**config.mk**
```make
export PLATFORM = sky130hd
export DESIGN_NAME = pfaau_unit
export DESIGN_NICKNAME = d
export VERILOG_FILES = /design/src/pfaau_pkg.sv /design/src/pfaau_op_if.sv /design/src/pfaau_decode.sv /design/src/pfaau_ctrl_reg.sv /design/src/pfaau_unit.sv
export SDC_FILE = /design/constraint.sdc
export NUM_CORES = 1
export LEC_CHECK = 0
export ABC_AREA = 1
export BUFFER_PORTS_ARGS = -buffer_cell sky130_fd_sc_hd__buf_2
export CORE_MARGIN = 4
export CORE_UTILIZATION = 38
export DETAILED_ROUTE_END_ITERATION = 10
export PLACE_DENSITY = 0.74
export SLEW_MARGIN = 20
export SYNTH_ARGS = -nofsm -noshare
export SYNTH_HDL_FRONTEND = slang
export SYNTH_HIERARCHICAL = 1
export SYNTH_SLANG_ARGS = --single-unit
```
**constraint.sdc**
```tcl
create_clock -name mclk_in -period 2.3 [get_ports mclk_in]
set_input_delay 0.46 -clock mclk_in [delete_from_list [all_inputs] [get_ports mclk_in]]
set_output_delay 0.46 -clock mclk_in [all_outputs]
set_load 0.02 [all_outputs]
```
**src/pfaau_pkg.sv**
```systemverilog
package pfaau_pkg;

    // Instruction field positions.
    localparam int OPC_HI = 31;
    localparam int OPC_LO = 26;
    localparam int SRC1_HI = 25;
    localparam int SRC1_LO = 21;
    localparam int SUB_HI = 10;
    localparam int SUB_LO = 6;
    localparam int FN_HI = 5;
    localparam int FN_LO = 0;

    // Encodings of the shared major opcode, the function classes and the sub-operations.
    localparam logic [5:0] EXTENSION_MAJOR_OPCODE = 6'h1F;
    localparam logic [5:0] ABS_CLASS_FUNCTION = 6'h12;
    localparam logic [5:0] ADD_CLASS_FUNCTION = 6'h10;
    localparam logic [4:0] SUB_SAT_ABS_PAIR_HALF = 5'h09;
    localparam logic [4:0] SUB_SAT_ABS_QUAD_BYTE = 5'h01;
    localparam logic [4:0] SUB_SAT_ABS_WORD = 5'h11;
    localparam logic [4:0] SUB_WRAP_ADD_PAIR_HALF = 5'h0A;
    localparam logic [4:0] SUB_SAT_ADD_PAIR_HALF = 5'h0E;
    localparam logic [4:0] ZERO_FIELD = 5'h00;

    // Control register layout and reset value.
    localparam int OVF_FLAG_BIT = 20;
    localparam logic [31:0] CTRL_RESET = 32'h0000_0000;

    // Saturation limits.
    localparam logic [7:0] BYTE_MIN = 8'h80;
    localparam logic [7:0] BYTE_MAX = 8'h7F;
    localparam logic [15:0] HALF_MIN = 16'h8000;
    localparam logic [15:0] HALF_MAX = 16'h7FFF;
    localparam logic [31:0] WORD_MIN = 32'h8000_0000;
    localparam logic [31:0] WORD_MAX = 32'h7FFF_FFFF;

    typedef enum logic [2:0] {
        op_none,
        op_sat_abs_pair_half,
        op_sat_abs_quad_byte,
        op_sat_abs_word,
        op_wrap_add_pair_half,
        op_sat_add_pair_half
    } pfaau_op_t;

endpackage

```
**src/pfaau_op_if.sv**
```systemverilog
`timescale 1ns/10ps
interface pfaau_op_if;
    import pfaau_pkg::*;
    logic [31:0] instr;
    pfaau_op_t op;
    modport dec (input instr, output op);
    modport exe (output instr, input op);
endinterface

```
**src/pfaau_decode.sv**
```systemverilog
`timescale 1ns/10ps
module pfaau_decode
    import pfaau_pkg::*;
(
    // Instruction in, operation out
    pfaau_op_if.dec opif
);

    ////////////////////////////////////////////////////////////////////////////////
    function automatic pfaau_op_t decode_op(input logic [31:0] w);
        pfaau_op_t op;
        op = op_none;
        if (w[OPC_HI:OPC_LO] == EXTENSION_MAJOR_OPCODE) begin
            // The absolute-value forms have no first source, so a nonzero field there is not ours.
            if (w[FN_HI:FN_LO] == ABS_CLASS_FUNCTION && w[SRC1_HI:SRC1_LO] == ZERO_FIELD) begin
                unique case (w[SUB_HI:SUB_LO])
                    SUB_SAT_ABS_PAIR_HALF: op = op_sat_abs_pair_half; // RULE2
                    SUB_SAT_ABS_QUAD_BYTE: op = op_sat_abs_quad_byte; // RULE3
                    SUB_SAT_ABS_WORD: op = op_sat_abs_word; // RULE4
                    default: op = op_none;
                endcase
            end else if (w[FN_HI:FN_LO] == ADD_CLASS_FUNCTION) begin
                unique case (w[SUB_HI:SUB_LO])
                    SUB_WRAP_ADD_PAIR_HALF: op = op_wrap_add_pair_half; // RULE14
                    SUB_SAT_ADD_PAIR_HALF: op = op_sat_add_pair_half; // RULE14
                    default: op = op_none;
                endcase
            end
        end
        return op;
    endfunction

    assign opif.op = decode_op(opif.instr);

endmodule

```
**src/pfaau_ctrl_reg.sv**
```systemverilog
`timescale 1ns/10ps
module pfaau_ctrl_reg
    import pfaau_pkg::*;
(
    // Clock and reset
    input wire logic mclk_in,
    input wire logic rst_n_in,
    // Software rewrite and flag event
    input wire logic sw_wr_in,
    input wire logic [31:0] sw_wdata_in,
    input wire logic set_flag_in,
    // Register contents
    output logic [31:0] ctrl_out
);

    typedef struct packed {
        logic [31:0] ctrl;
    } pfaau_ctrl_state_t;

    pfaau_ctrl_state_t st;
    pfaau_ctrl_state_t next_st;

    ////////////////////////////////////////////////////////////////////////////////
    always_comb begin
        next_st = st;
        if (sw_wr_in) begin
            next_st.ctrl = sw_wdata_in;
        end
        // The flag is set here or by a rewrite with bit 20 high; a set in the rewrite cycle wins so no event is lost.
        if (set_flag_in) begin
            next_st.ctrl[OVF_FLAG_BIT] = 1'b1; // RULE17
        end
    end

    always_ff @(posedge mclk_in) begin
        if (!rst_n_in) begin
            st.ctrl <= CTRL_RESET;
        end else begin
            st <= next_st;
        end
    end

    assign ctrl_out = st.ctrl;

endmodule

```
**src/pfaau_unit.sv**
```systemverilog
`timescale 1ns/10ps
// Contract
// RULE1: Every listed operation is executed for every element format, no subset.
// RULE2: Pair-half absolute decodes from major 011111, zero source, sub 01001, function 010010.
// RULE3: Quad-byte absolute decodes with sub 00001 under the same opcode and function.
// RULE4: Word absolute decodes with sub 10001 under the same opcode and function.
// RULE5: Halfword absolute negates negatives; 0x8000 yields 0x7FFF.
// RULE6: Byte absolute of four lower bytes; 0x80 saturates to 0x7F.
// RULE7: Word absolute; 0x80000000 saturates to largest positive, then sign extends.
// RULE8: Absolute operations ignore the upper 32 source bits.
// RULE9: Upper 32 result bits copy the sign of the top element result.
// RULE10: Any absolute element saturation sets control bit 20.
// RULE11: Wrapping halfword add writes the two's-complement wrapped sums.
// RULE12: Saturating halfword add clamps to 0x7FFF or 0x8000.
// RULE13: Any halfword add overflow or saturation sets control bit 20.
// RULE14: Halfword adds decode from major 011111, function 010000, sub selects mode.
// RULE15: No exception depends on operand data.
// RULE16: Only reserved-instruction and extension-disabled exceptions are raised.
// RULE17: The flag is only set by these operations, cleared only by software rewrite. A rewrite with bit 20 high also sets it here.
module pfaau_unit
    import pfaau_pkg::*;
(
    // Clock and reset
    input wire logic mclk_in,
    input wire logic rst_n_in,
    // Issue from the pipeline
    input wire logic issue_valid_in,
    input wire logic [31:0] instr_in,
    input wire logic [63:0] first_source_reg_in,
    input wire logic [63:0] second_source_reg_in,
    input wire logic ext_enable_in,
    // Software rewrite of the control register
    input wire logic ctrl_wr_in,
    input wire logic [31:0] ctrl_wdata_in,
    // Results and exceptions
    output logic result_valid_out,
    output logic [63:0] result_out,
    output logic exc_reserved_out,
    output logic exc_disabled_out,
    output logic [31:0] extension_control_reg_out
);

    typedef struct packed {
        logic [63:0] result;
        logic valid;
        logic exc_ri;
        logic exc_dis;
    } pfaau_state_t;

    pfaau_state_t st;
    pfaau_state_t next_st;

    pfaau_op_if opif();

    logic [31:0] a_lo;
    logic [31:0] b_lo;
    logic [7:0] byte_abs [4];
    logic [3:0] byte_sat;
    logic [15:0] half_abs [2];
    logic [1:0] half_sat;
    logic [15:0] half_wrap [2];
    logic [15:0] half_clamp [2];
    logic [1:0] half_ovf;
    logic [31:0] word_abs;
    logic word_sat;
    logic [31:0] lane_res;
    logic lane_ovf;
    logic set_flag;

    ////////////////////////////////////////////////////////////////////////////////
    // Decode and control register.

    assign opif.instr = instr_in;

    pfaau_decode u_decode (
        .opif(opif.dec)
    );

    pfaau_ctrl_reg u_ctrl (
        .mclk_in(mclk_in),
        .rst_n_in(rst_n_in),
        .sw_wr_in(ctrl_wr_in),
        .sw_wdata_in(ctrl_wdata_in),
        .set_flag_in(set_flag),
        .ctrl_out(extension_control_reg_out)
    );

    ////////////////////////////////////////////////////////////////////////////////
    // Element lanes. Only the lower words are taken, so upper bits cannot leak in.

    assign a_lo = first_source_reg_in[31:0]; // RULE8
    assign b_lo = second_source_reg_in[31:0]; // RULE8

    for (genvar i = 0; i < 4; i++) begin : g_byte
        logic [7:0] v;
        assign v = b_lo[8*i +: 8];
        assign byte_sat[i] = (v == BYTE_MIN); // RULE6
        assign byte_abs[i] = byte_sat[i] ? BYTE_MAX : (v[7] ? -v : v); // RULE6
    end

    for (genvar i = 0; i < 2; i++) begin : g_half
        logic [15:0] v;
        logic [15:0] x;
        logic [16:0] sum;
        assign v = b_lo[16*i +: 16];
        assign x = a_lo[16*i +: 16];
        assign half_sat[i] = (v == HALF_MIN); // RULE5
        assign half_abs[i] = half_sat[i] ? HALF_MAX : (v[15] ? -v : v); // RULE5
        assign sum = {x[15], x} + {v[15], v};
        assign half_ovf[i] = sum[16] ^ sum[15]; // RULE13
        assign half_wrap[i] = sum[15:0]; // RULE11
        assign half_clamp[i] = half_ovf[i] ? (sum[16] ? HALF_MIN : HALF_MAX) : sum[15:0]; // RULE12
    end

    assign word_sat = (b_lo == WORD_MIN); // RULE7
    assign word_abs = word_sat ? WORD_MAX : (b_lo[31] ? -b_lo : b_lo); // RULE7

    // Every decoded form has its own lane result; nothing is left unimplemented.
    always_comb begin
        lane_res = 32'h0000_0000;
        lane_ovf = 1'b0;
        unique case (opif.op) // RULE1
            op_sat_abs_pair_half: begin
                lane_res = {half_abs[1], half_abs[0]};
                lane_ovf = |half_sat; // RULE10
            end
            op_sat_abs_quad_byte: begin
                lane_res = {byte_abs[3], byte_abs[2], byte_abs[1], byte_abs[0]};
                lane_ovf = |byte_sat; // RULE10
            end
            op_sat_abs_word: begin
                lane_res = word_abs;
                lane_ovf = word_sat; // RULE10
            end
            op_wrap_add_pair_half: begin
                lane_res = {half_wrap[1], half_wrap[0]};
                lane_ovf = |half_ovf; // RULE13
            end
            op_sat_add_pair_half: begin
                lane_res = {half_clamp[1], half_clamp[0]};
                lane_ovf = |half_ovf; // RULE13
            end
            op_none: begin
                lane_res = 32'h0000_0000;
                lane_ovf = 1'b0;
            end
        endcase
    end

    ////////////////////////////////////////////////////////////////////////////////
    // Issue, exceptions and result register.

    // Exceptions come only from the encoding and the enable, never from the operands.
    always_comb begin
        next_st = st;
        next_st.valid = 1'b0;
        next_st.exc_ri = 1'b0;
        next_st.exc_dis = 1'b0;
        set_flag = 1'b0;
        if (issue_valid_in) begin
            if (opif.op == op_none) begin
                next_st.exc_ri = 1'b1; // RULE16
            end else if (!ext_enable_in) begin
                next_st.exc_dis = 1'b1; // RULE16
            end else begin
                next_st.valid = 1'b1; // RULE15
                next_st.result = {{32{lane_res[31]}}, lane_res}; // RULE9
                set_flag = lane_ovf; // RULE10 RULE13
            end
        end
    end

    always_ff @(posedge mclk_in) begin
        if (!rst_n_in) begin
            st.result <= 64'h0000_0000_0000_0000;
            st.valid <= 1'b0;
            st.exc_ri <= 1'b0;
            st.exc_dis <= 1'b0;
        end else begin
            st <= next_st;
        end
    end

    assign result_valid_out = st.valid;
    assign result_out = st.result;
    assign exc_reserved_out = st.exc_ri;
    assign exc_disabled_out = st.exc_dis;

    ////////////////////////////////////////////////////////////////////////////////
    // Checks.

    logic go;
    assign go = issue_valid_in && ext_enable_in && (opif.op != op_none);

    half_sat_a: assert property (@(posedge mclk_in) disable iff (!rst_n_in) // RULE5
        go && opif.op == op_sat_abs_pair_half && second_source_reg_in[15:0] == 16'h8000
        |=> result_valid_out && result_out[15:0] == 16'h7FFF && extension_control_reg_out[20])
        else $error("Halfword minimum did not saturate.");

    byte_sat_a: assert property (@(posedge mclk_in) disable iff (!rst_n_in) // RULE6
        go && opif.op == op_sat_abs_quad_byte && second_source_reg_in[31:24] == 8'h80
        |=> result_out[31:24] == 8'h7F && result_out[63:32] == 32'h0000_0000)
        else $error("Byte minimum did not saturate.");

    word_sat_a: assert property (@(posedge mclk_in) disable iff (!rst_n_in) // RULE7
        go && opif.op == op_sat_abs_word && second_source_reg_in[31:0] == 32'h8000_0000
        |=> result_out == 64'h0000_0000_7FFF_FFFF)
        else $error("Word minimum did not saturate.");

    abs_upper_ignored_a: assert property (@(posedge mclk_in) disable iff (!rst_n_in) // RULE8
        go && opif.op == op_sat_abs_word && !second_source_reg_in[31]
        |=> result_out[31:0] == $past(second_source_reg_in[31:0]))
        else $error("Word absolute of a positive value changed it.");

    sign_extend_a: assert property (@(posedge mclk_in) disable iff (!rst_n_in) // RULE9
        result_valid_out |-> result_out[63:32] == {32{result_out[31]}})
        else $error("Upper result word is not a sign copy.");

    wrap_add_a: assert property (@(posedge mclk_in) disable iff (!rst_n_in) // RULE11
        go && opif.op == op_wrap_add_pair_half
        |=> result_out[15:0] == 16'($past(first_source_reg_in[15:0]) + $past(second_source_reg_in[15:0])))
        else $error("Wrapping add lane 0 is wrong.");

    sat_add_pos_a: assert property (@(posedge mclk_in) disable iff (!rst_n_in) // RULE12
        go && opif.op == op_sat_add_pair_half
        && first_source_reg_in[31:16] == 16'h7FFF && second_source_reg_in[31:16] == 16'h0001
        |=> result_out[31:16] == 16'h7FFF && result_out[63:32] == 32'h0000_0000)
        else $error("Saturating add did not clamp high.");

    add_flag_a: assert property (@(posedge mclk_in) disable iff (!rst_n_in) // RULE13
        go && (opif.op == op_wrap_add_pair_half || opif.op == op_sat_add_pair_half) && |half_ovf
        |=> extension_control_reg_out[20])
        else $error("Add overflow did not set the flag.");

    flag_sticky_a: assert property (@(posedge mclk_in) disable iff (!rst_n_in) // RULE17
        extension_control_reg_out[20] && !ctrl_wr_in |=> extension_control_reg_out[20])
        else $error("Flag cleared without a rewrite.");

    no_data_exc_a: assert property (@(posedge mclk_in) disable iff (!rst_n_in) // RULE15
        go |=> result_valid_out && !exc_reserved_out && !exc_disabled_out)
        else $error("Valid enabled operation raised an exception.");

    // Back-to-back refused issues are legal, so the one-cycle pulse is checked from the idle side.
    disabled_exc_a: assert property (@(posedge mclk_in) disable iff (!rst_n_in) // RULE16
        issue_valid_in && !ext_enable_in && opif.op != op_none
        |=> exc_disabled_out && !result_valid_out && !exc_reserved_out)
        else $error("Disabled extension not reported.");

    disabled_pulse_a: assert property (@(posedge mclk_in) disable iff (!rst_n_in) // RULE16
        !(issue_valid_in && !ext_enable_in && opif.op != op_none) |=> !exc_disabled_out)
        else $error("Disabled exception stood without a disabled issue.");

    reserved_exc_a: assert property (@(posedge mclk_in) disable iff (!rst_n_in) // RULE16
        issue_valid_in && opif.op == op_none |=> exc_reserved_out && !result_valid_out && !exc_disabled_out)
        else $error("Undecodable word not reported as reserved.");

    one_answer_a: assert property (@(posedge mclk_in) disable iff (!rst_n_in) // RULE16
        $onehot0({result_valid_out, exc_reserved_out, exc_disabled_out}))
        else $error("More than one answer raised at once.");

    refused_result_a: assert property (@(posedge mclk_in) disable iff (!rst_n_in) // RULE16
        issue_valid_in && !go |=> $stable(result_out) && !result_valid_out)
        else $error("Refused issue changed the result.");

    refused_flag_a: assert property (@(posedge mclk_in) disable iff (!rst_n_in) // RULE17
        issue_valid_in && !go && !ctrl_wr_in
        |=> extension_control_reg_out == $past(extension_control_reg_out))
        else $error("Refused issue changed the control register.");

    ctrl_write_a: assert property (@(posedge mclk_in) disable iff (!rst_n_in) // RULE17
        ctrl_wr_in && !go
        |=> extension_control_reg_out == $past(ctrl_wdata_in))
        else $error("Control register rewrite did not land.");

    quad_flag_a: assert property (@(posedge mclk_in) disable iff (!rst_n_in) // RULE10
        go && opif.op == op_sat_abs_quad_byte && second_source_reg_in[7:0] == BYTE_MIN
        |=> extension_control_reg_out[OVF_FLAG_BIT])
        else $error("Byte saturation did not set the flag.");

    word_flag_a: assert property (@(posedge mclk_in) disable iff (!rst_n_in) // RULE10
        go && opif.op == op_sat_abs_word && second_source_reg_in[31:0] == WORD_MIN
        |=> extension_control_reg_out[OVF_FLAG_BIT])
        else $error("Word saturation did not set the flag.");

    word_neg_a: assert property (@(posedge mclk_in) disable iff (!rst_n_in) // RULE7
        go && opif.op == op_sat_abs_word && second_source_reg_in[31:0] == 32'h8000_8000
        |=> result_out == 64'h0000_0000_7FFF_8000)
        else $error("Word absolute of a negative value is wrong.");

    half_pos_pass_a: assert property (@(posedge mclk_in) disable iff (!rst_n_in) // RULE5
        go && opif.op == op_sat_abs_pair_half && !second_source_reg_in[15]
        |=> result_out[15:0] == $past(second_source_reg_in[15:0]))
        else $error("Non-negative halfword was not passed unchanged.");

    sat_add_neg_a: assert property (@(posedge mclk_in) disable iff (!rst_n_in) // RULE12
        go && opif.op == op_sat_add_pair_half
        && first_source_reg_in[15:0] == HALF_MIN && second_source_reg_in[15:0] == HALF_MIN
        |=> result_out[15:0] == HALF_MIN)
        else $error("Saturating add did not clamp low.");

    abs_half_cov: cover property (@(posedge mclk_in) disable iff (!rst_n_in)
        go && opif.op == op_sat_abs_pair_half && |half_sat);

    sat_add_cov: cover property (@(posedge mclk_in) disable iff (!rst_n_in)
        go && opif.op == op_sat_add_pair_half && half_ovf == 2'b11);

    reserved_cov: cover property (@(posedge mclk_in) disable iff (!rst_n_in)
        issue_valid_in && opif.op == op_none ##1 exc_reserved_out);

    rewrite_race_cov: cover property (@(posedge mclk_in) disable iff (!rst_n_in)
        ctrl_wr_in && set_flag);

endmodule

```
# Word-level counts from Yosys, hierarchy flattened
# Cells that the tools add are included.
# totals
regBits,67
out_inout_bits,99
wordCells,84
# op_classes
add_sub_neg,9
bitwise_logic,5
eq_ne,20
n_mux,33
n_reduce_logical,11
# op_table
op,n
32-bit case mux with 5 select lines,1
16-bit two-way mux,8
32-bit two-way mux,2
8-bit two-way mux,8
16-bit by 16-bit adder with 17-bit output,2
"16-bit equality test, second input constant",2
"32-bit equality test, second input constant",1
"8-bit equality test, second input constant",4
16-bit negation,2
32-bit negation,1
8-bit negation,4
21-bit two-way mux,1
"6-bit by 5-bit equality test with 1-bit output, second input constant",3
"5-bit by 4-bit equality test with 1-bit output, second input constant",3
3-bit two-way mux,3
1-bit two-way mux,7
"3-bit by 2-bit equality test with 1-bit output, second input constant",2
"3-bit equality test, second input constant",2
2-bit case mux with 3 select lines,1
3-bit case mux with 2 select lines,1
2-bit OR reduction,3
"5-bit by 1-bit equality test with 1-bit output, second input constant",1
"5-bit equality test, second input constant",1
5-bit zero test,1
11 further kinds,14

# Logic depth before layout (Yosys ltp)
# logic_depth
ltp_word,12
ltp_mapped,20

# By module
# Netlist, hierarchy kept.
# by_module_without_submodules
mod,seq_area_each_um2,cells_per_inst,area_per_inst_um2,n_inst
pfaau_unit,700.7,1265,6914.1,1
pfaau_ctrl_reg,640.6,143,1114.8,1
pfaau_decode,0.0,41,201.4,1

# Least setup slack after synthesis
# OpenSTA, ideal clock, no wires.
# synth_timing
path_kind,in2reg
start,input instr_in[22]
end,register u_ctrl.st (netlist bit u_ctrl/ctrl_out[20])
setup_ps,111
path_slack_ps,-114
n_path_buf,1
arrival_time_ps,2302
cell_stages,17
cell_sequence,nor2_1 -> nand3_1 -> nor2_1 -> nand3_2 -> nor3_1 -> nor2_1 -> nor3_2 -> nand2_1 -> buf_4 -> inv_1 -> nand2_1 -> nand2_1 -> a21oi_1 -> inv_1 -> nand2_1 -> nor2_1 -> nor2_1
# synth_between
elab_chain_len,11
# synth_lines
element,line_no,rtl
from (decl),pfaau_unit.sv:28,"input wire logic [31:0] instr_in,"
5-bit zero test (*),pfaau_decode.sv:15,if (w[FN_HI:FN_LO] == ABS_CLASS_FUNCTION && w[SRC1_HI:SRC1_LO] == ZERO_FIELD) begin
1-bit logical AND (*),pfaau_decode.sv:15,
3-bit two-way mux (*),pfaau_decode.sv:15,
3-bit two-way mux (*),pfaau_decode.sv:13,if (w[OPC_HI:OPC_LO] == EXTENSION_MAJOR_OPCODE) begin
via opif.op[1],pfaau_op_if.sv:5,pfaau_op_t op;
3-bit equality test,pfaau_unit.sv:122,unique case (opif.op)
2-bit OR reduction (no line),--,
1-bit case mux with 4 select lines,pfaau_unit.sv:122,
1-bit two-way mux,pfaau_unit.sv:163,end else if (!ext_enable_in) begin
1-bit two-way mux (*),pfaau_unit.sv:161,if (opif.op == op_none) begin
1-bit two-way mux (*),pfaau_unit.sv:160,if (issue_valid_in) begin
via set_flag,pfaau_unit.sv:68,logic set_flag;
1-bit two-way mux / 2-bit nonzero test (equally long branches),--,
to (signal assigned),pfaau_ctrl_reg.sv:39,st <= next_st;
to (decl),pfaau_ctrl_reg.sv:20,pfaau_ctrl_state_t st;
# Mark *: on every way through the listed nets, which the timed path passes. The rest lies on a longest branch.
# A chain may end at the register's enable or synchronous reset.

# Worst setup path after layout
# layout_timing
start,input second_source_reg_in[0]
end,register st (netlist bit result_out[14])
# layout_between
elab_chain_len,4
# layout_lines
element,line_no,rtl
from (decl),pfaau_unit.sv:30,"input wire logic [63:0] second_source_reg_in,"
32-bit negation (tied with other cells),pfaau_unit.sv:116,assign word_abs = word_sat ? WORD_MAX : (b_lo[31] ? -b_lo : b_lo);
32-bit two-way mux (tied with other cells) (2 in series),pfaau_unit.sv:116,
32-bit case mux with 5 select lines (*),pfaau_unit.sv:122,
to (signal assigned),pfaau_unit.sv:180,st <= next_st;
to (decl),pfaau_unit.sv:50,pfaau_state_t st;
# Mark *: on every way between the ends. The rest lies on a longest branch, timed or not.

==> impl_table.tex <==
\begin{tabular}{lr}
\hline
Metric & Value \\
\hline
\multicolumn{2}{l}{\textbf{Logic synthesis}} \\
Most used DFF post-synth & dfxtp\_1 \\
Cells after Synth & 1449 \\
Asr flop ratio synth & 0\% \\
Cell area after technology mapping & 8230 um2 \\
Post-synth top cells & 445 x nand2\_1, 197 x nor2\_1, 137 x inv\_1 \\
Synth Net Count & 1687 \\
Synth Register Bits & 67 \\
Sequential share of the synthesized area & 16.3\% \\
Yosys Warn Count & 6 \\
Count of distinct cell types in the synthesized netlist & 50 \\
Post-synthesis area per instance & 5.68 um2 \\
Top cell type's share of synthesized area & 20.3\% \\
Top-count cell post-synth & nand2\_1 \\
Number of enable-type register cells in the synthesized netlist & 0 \\
Most area-consuming cells after synthesis & nand2\_1 20\%, dfxtp\_1 16\%, nor2\_1 9.0\% \\
Cell type with the highest aggregate area in the netlist & nand2\_1 \\
\multicolumn{2}{l}{\textbf{Power}} \\
Power share of the clock group & 33.4\% \\
IR drop worst, VDD & 318 uV \\
Switching share of power & 34.6\% \\
Sequential power share & 27.2\% \\
NetSw & 1.55 mW \\
Combinational fraction of design power & 39.3\% \\
Power per unit of standard cell area & 383 nW/um2 \\
Overall power of the completed layout & 4.47 mW \\
Internal power & 2.92 mW \\
Static power due to leakage & 6.11 nW \\
\multicolumn{2}{l}{\textbf{Worst setup path}} \\
Critical Path RT & 2.56 ns \\
Slack of the worst reg-to-reg path & 1.10 ns \\
Path type of the worst setup path & input pin to flop \\
Worst Reg2Reg Path Length in Cells & 4 \\
Startpoint type of the worst setup path & input pin \\
Largest fanout on the critical path & 8 \\
Terminus of the critical flop-to-flop path & result\_out[31] \\
Worst Setup End Kind & flop \\
Startpoint of the most critical register-to-register path & result\_out[31] \\
Worst endpoint data arrival time & 2.51 ns \\
\multicolumn{2}{l}{\textbf{Clock network}} \\
Clk root buf & clkbuf\_16 \\
Clock-pin slew reported for the worst setup and hold paths after clock tree synthesis & 0.06 ns \\
Clock tree from TritonCTS & built \\
Clock insertion delay at the later pin of the skew report & 0.33 ns \\
TritonCTS Buffers & 9 \\
Maximum number of buffers from clock root to sink & 2 \\
Number of buffers inserted by hold repair at cts & 0 \\
H-tree depth & 3 \\
Number of sinks driven by the clock tree & 67 \\
\multicolumn{2}{l}{\textbf{Final layout}} \\
Register area & 1340 um2 \\
Non-filler instance count after layout & 2101 \\
Area used by multi-input combinational logic & 6150 um2 \\
Filler cell count in the final layout & 2122 \\
Fraction of layout cells with a size suffix above 1 & 34.1\% \\
Number of diodes & 0 \\
Nets@finish & 2059 \\
Area added between synthesis and finish & 41.9\% \\
\multicolumn{2}{l}{\textbf{Global route}} \\
Global-route wire length before repair & 46600 um \\
Number of global-route vias before repair & 9644 \\
GRT Total Usage & 23.4\% \\
Antenna violations before repair & 0 \\
GRT overflow & 0 \\
Pin count of the biggest net entering global routing & 35 \\
\multicolumn{2}{l}{\textbf{Drt}} \\
Violation count after the first detailed-route iteration & 782 \\
Met1 wire length & 12500 um \\
Routed wire length & 30200 um \\
Wire length per cell & 14.4 um \\
Detailed-router iteration count before antenna repair & 5 \\
DRC errors left & 0 \\
Met2 Wirelength & 14500 um \\
Detail Route Antenna Nets & 0 \\
Top routing layer in use & met4 \\
Via count & 10600 \\
Detail Route met3 WL & 1890 um \\
Post-detailed-route via-to-cell ratio & 5.03 \\
\multicolumn{2}{l}{\textbf{STA}} \\
Top achievable clock speed & 446 MHz \\
Worst-margin pin slew & 0.770 ns \\
Hold violation total from the final report & 0 \\
Final worst hold slack & 0.349 ns \\
Setup repair after global routing missed its margin & yes \\
Fin Setup TNS & 0 ns \\
Final Cycle Share & 97.5\% \\
Final worst-path setup slack & 0.0569 ns \\
Post-Route Skew & 0 ns \\
Count of final max-slew check failures & 0 \\
Number of setup violations in the final report & 0 \\
Min Tclk post-route & 2.24 ns \\
Max-Slew Margin vs Limit & 48.6\% \\
\multicolumn{2}{l}{\textbf{Run status}} \\
Status & completed \\
\multicolumn{2}{l}{\textbf{Die}} \\
Initial core utilization & 38.9\% \\
Count of boundary I/O pins & 296 \\
Y dimension of the die & 155 um \\
Die area & 24100 um2 \\
Row count & 53 \\
Core footprint & 21200 um2 \\
Die Span X & 155 um \\
\multicolumn{2}{l}{\textbf{Placement}} \\
Number of buffer cells added on primary ports & 221 \\
Number of placed instances with taps included & 2079 \\
RePlAce Congestion & 0.968 \\
Detailed-placement wirelength estimate & 24300 um \\
Minimum setup slack after placement & -0.354 ns \\
\multicolumn{2}{l}{\textbf{Min path}} \\
Hold Path Stages & 3 \\
Class of the tightest hold or removal check & input pin to flop \\
Capture endpoint of the worst hold path & u\_ctrl/ctrl\_out[6] \\
Min-delay src & ctrl\_wdata\_in[6] \\
\multicolumn{2}{l}{\textbf{Run}} \\
Reported max-cap violation count & 0 \\
\hline
\end{tabular}
-- kinds of logic (layout without fill, tap and decap cells) --
group	after synthesis	count (layout)	share of synthesized area, %
AOI/OAI and AO/OA	228	228	15.9
xor gates and xnor gates	25	25	2.66
adders and majority gates	41	41	6.42
buffers and inverters	233	610	13.2
DFF	67	67	16.3
and+or+nand+nor	855	855	45.5
-- registers in the layout, indices dropped and copies added (netlist names) --
register and cells:
u_ctrl/ctrl_out 32, exc_disabled_out 1, result_out 32, result_valid_out 1
exc_reserved_out 1
-- worst max-delay path, cell delays in order --
cell and delay, ns:
buf_4 0.12, ha_4 0.17, fa_2 0.39, nand2_2 0.08
nand2_2 0.06, nand3_2 0.09, nand2_4 0.07, nand2_4 0.07
nand2_2 0.06, nand2_2 0.09, nand2_4 0.07, a21oi_4 0.24
buf_12 0.18, nand2_1 0.06, nand2_1 0.07, nand2_2 0.09
a21oi_2 0.13
-- routing by layer --
layer  vias to the layer above  global-route usage, %
li1                       5383                      -
met1                      4702                   29.6
met2                       400                   40.1
met3                        77                   2.89
met4                         0                   10.1
met5                         -                      0
-- worst max path at each step --
stage                          end               startpoint
3_3_place_gp         result_out[8]              instr_in[3]
4_1_cts              result_out[4]              instr_in[3]
6_report            result_out[14]  second_source_reg_in[0]
5_1_grt             result_out[15]  second_source_reg_in[5]
2_1_floorplan  u_ctrl/ctrl_out[20]  first_source_reg_in[16]
3_5_place_dp        result_out[14]             instr_in[22]
-- stage by stage --
stage | area (um2) | util, %
global route | 11700 | 55.2
CTS | 11300 | 53.3
finish | 11700 | 55.2
floorplan | 8270 | -
global placement | 10900 | 51.6
detailed placement | 10900 | 51.6
-- final cells by class --
class	count	share of cell area [%]
clock buffer	9	1.93
clock inverter	7	0.878
inverter	152	4.95
multi-input combinational	1149	52.7
sequential	67	11.5
tap	275	2.95
timing repair buffer	442	25.2
-- power groups by stage --
stage	Combinational [mW]	Clock, mW	Sequential [mW]
floorplan	0.900	0	1.29
global placement	1.63	0	1.24
detailed placement	1.66	0	1.24
CTS	1.67	1.51	1.22
global route	1.95	1.59	1.22
finish	1.76	1.49	1.22
-- what timing repair did --
action | 4_1_cts | 5_1_grt
gates resized for setup | 5 | 96
setup buffers | 0 | 5
setup endpoints to repair | 2 | 33
gates cloned | 0 | 1
pin swaps | 0 | 19
-- layout by cell type (no fill, tap or decap), types with 4 or more instances in the layout --
master,n
a21oi_1,79
a21oi_2,31
a31oi_1,4
buf_12,9
buf_2,220
buf_4,202
buf_6,9
clkbuf_16,10
clkinv_4,4
dfxtp_1,67
ha_1,31
ha_4,5
inv_1,132
inv_2,18
nand2_1,419
nand2_2,31
nand2_4,11
nand3_1,115
nand3_2,16
nand3_4,4
nand3b_1,11
nand4_1,7
nor2_1,185
nor2_2,13
nor2_4,10
nor3_1,14
o211ai_1,9
o21ai_0,83
o21ai_1,5
o21bai_1,4
or2_2,5
xnor2_1,7
xor2_1,18
(Power assumes the default switching activity.)
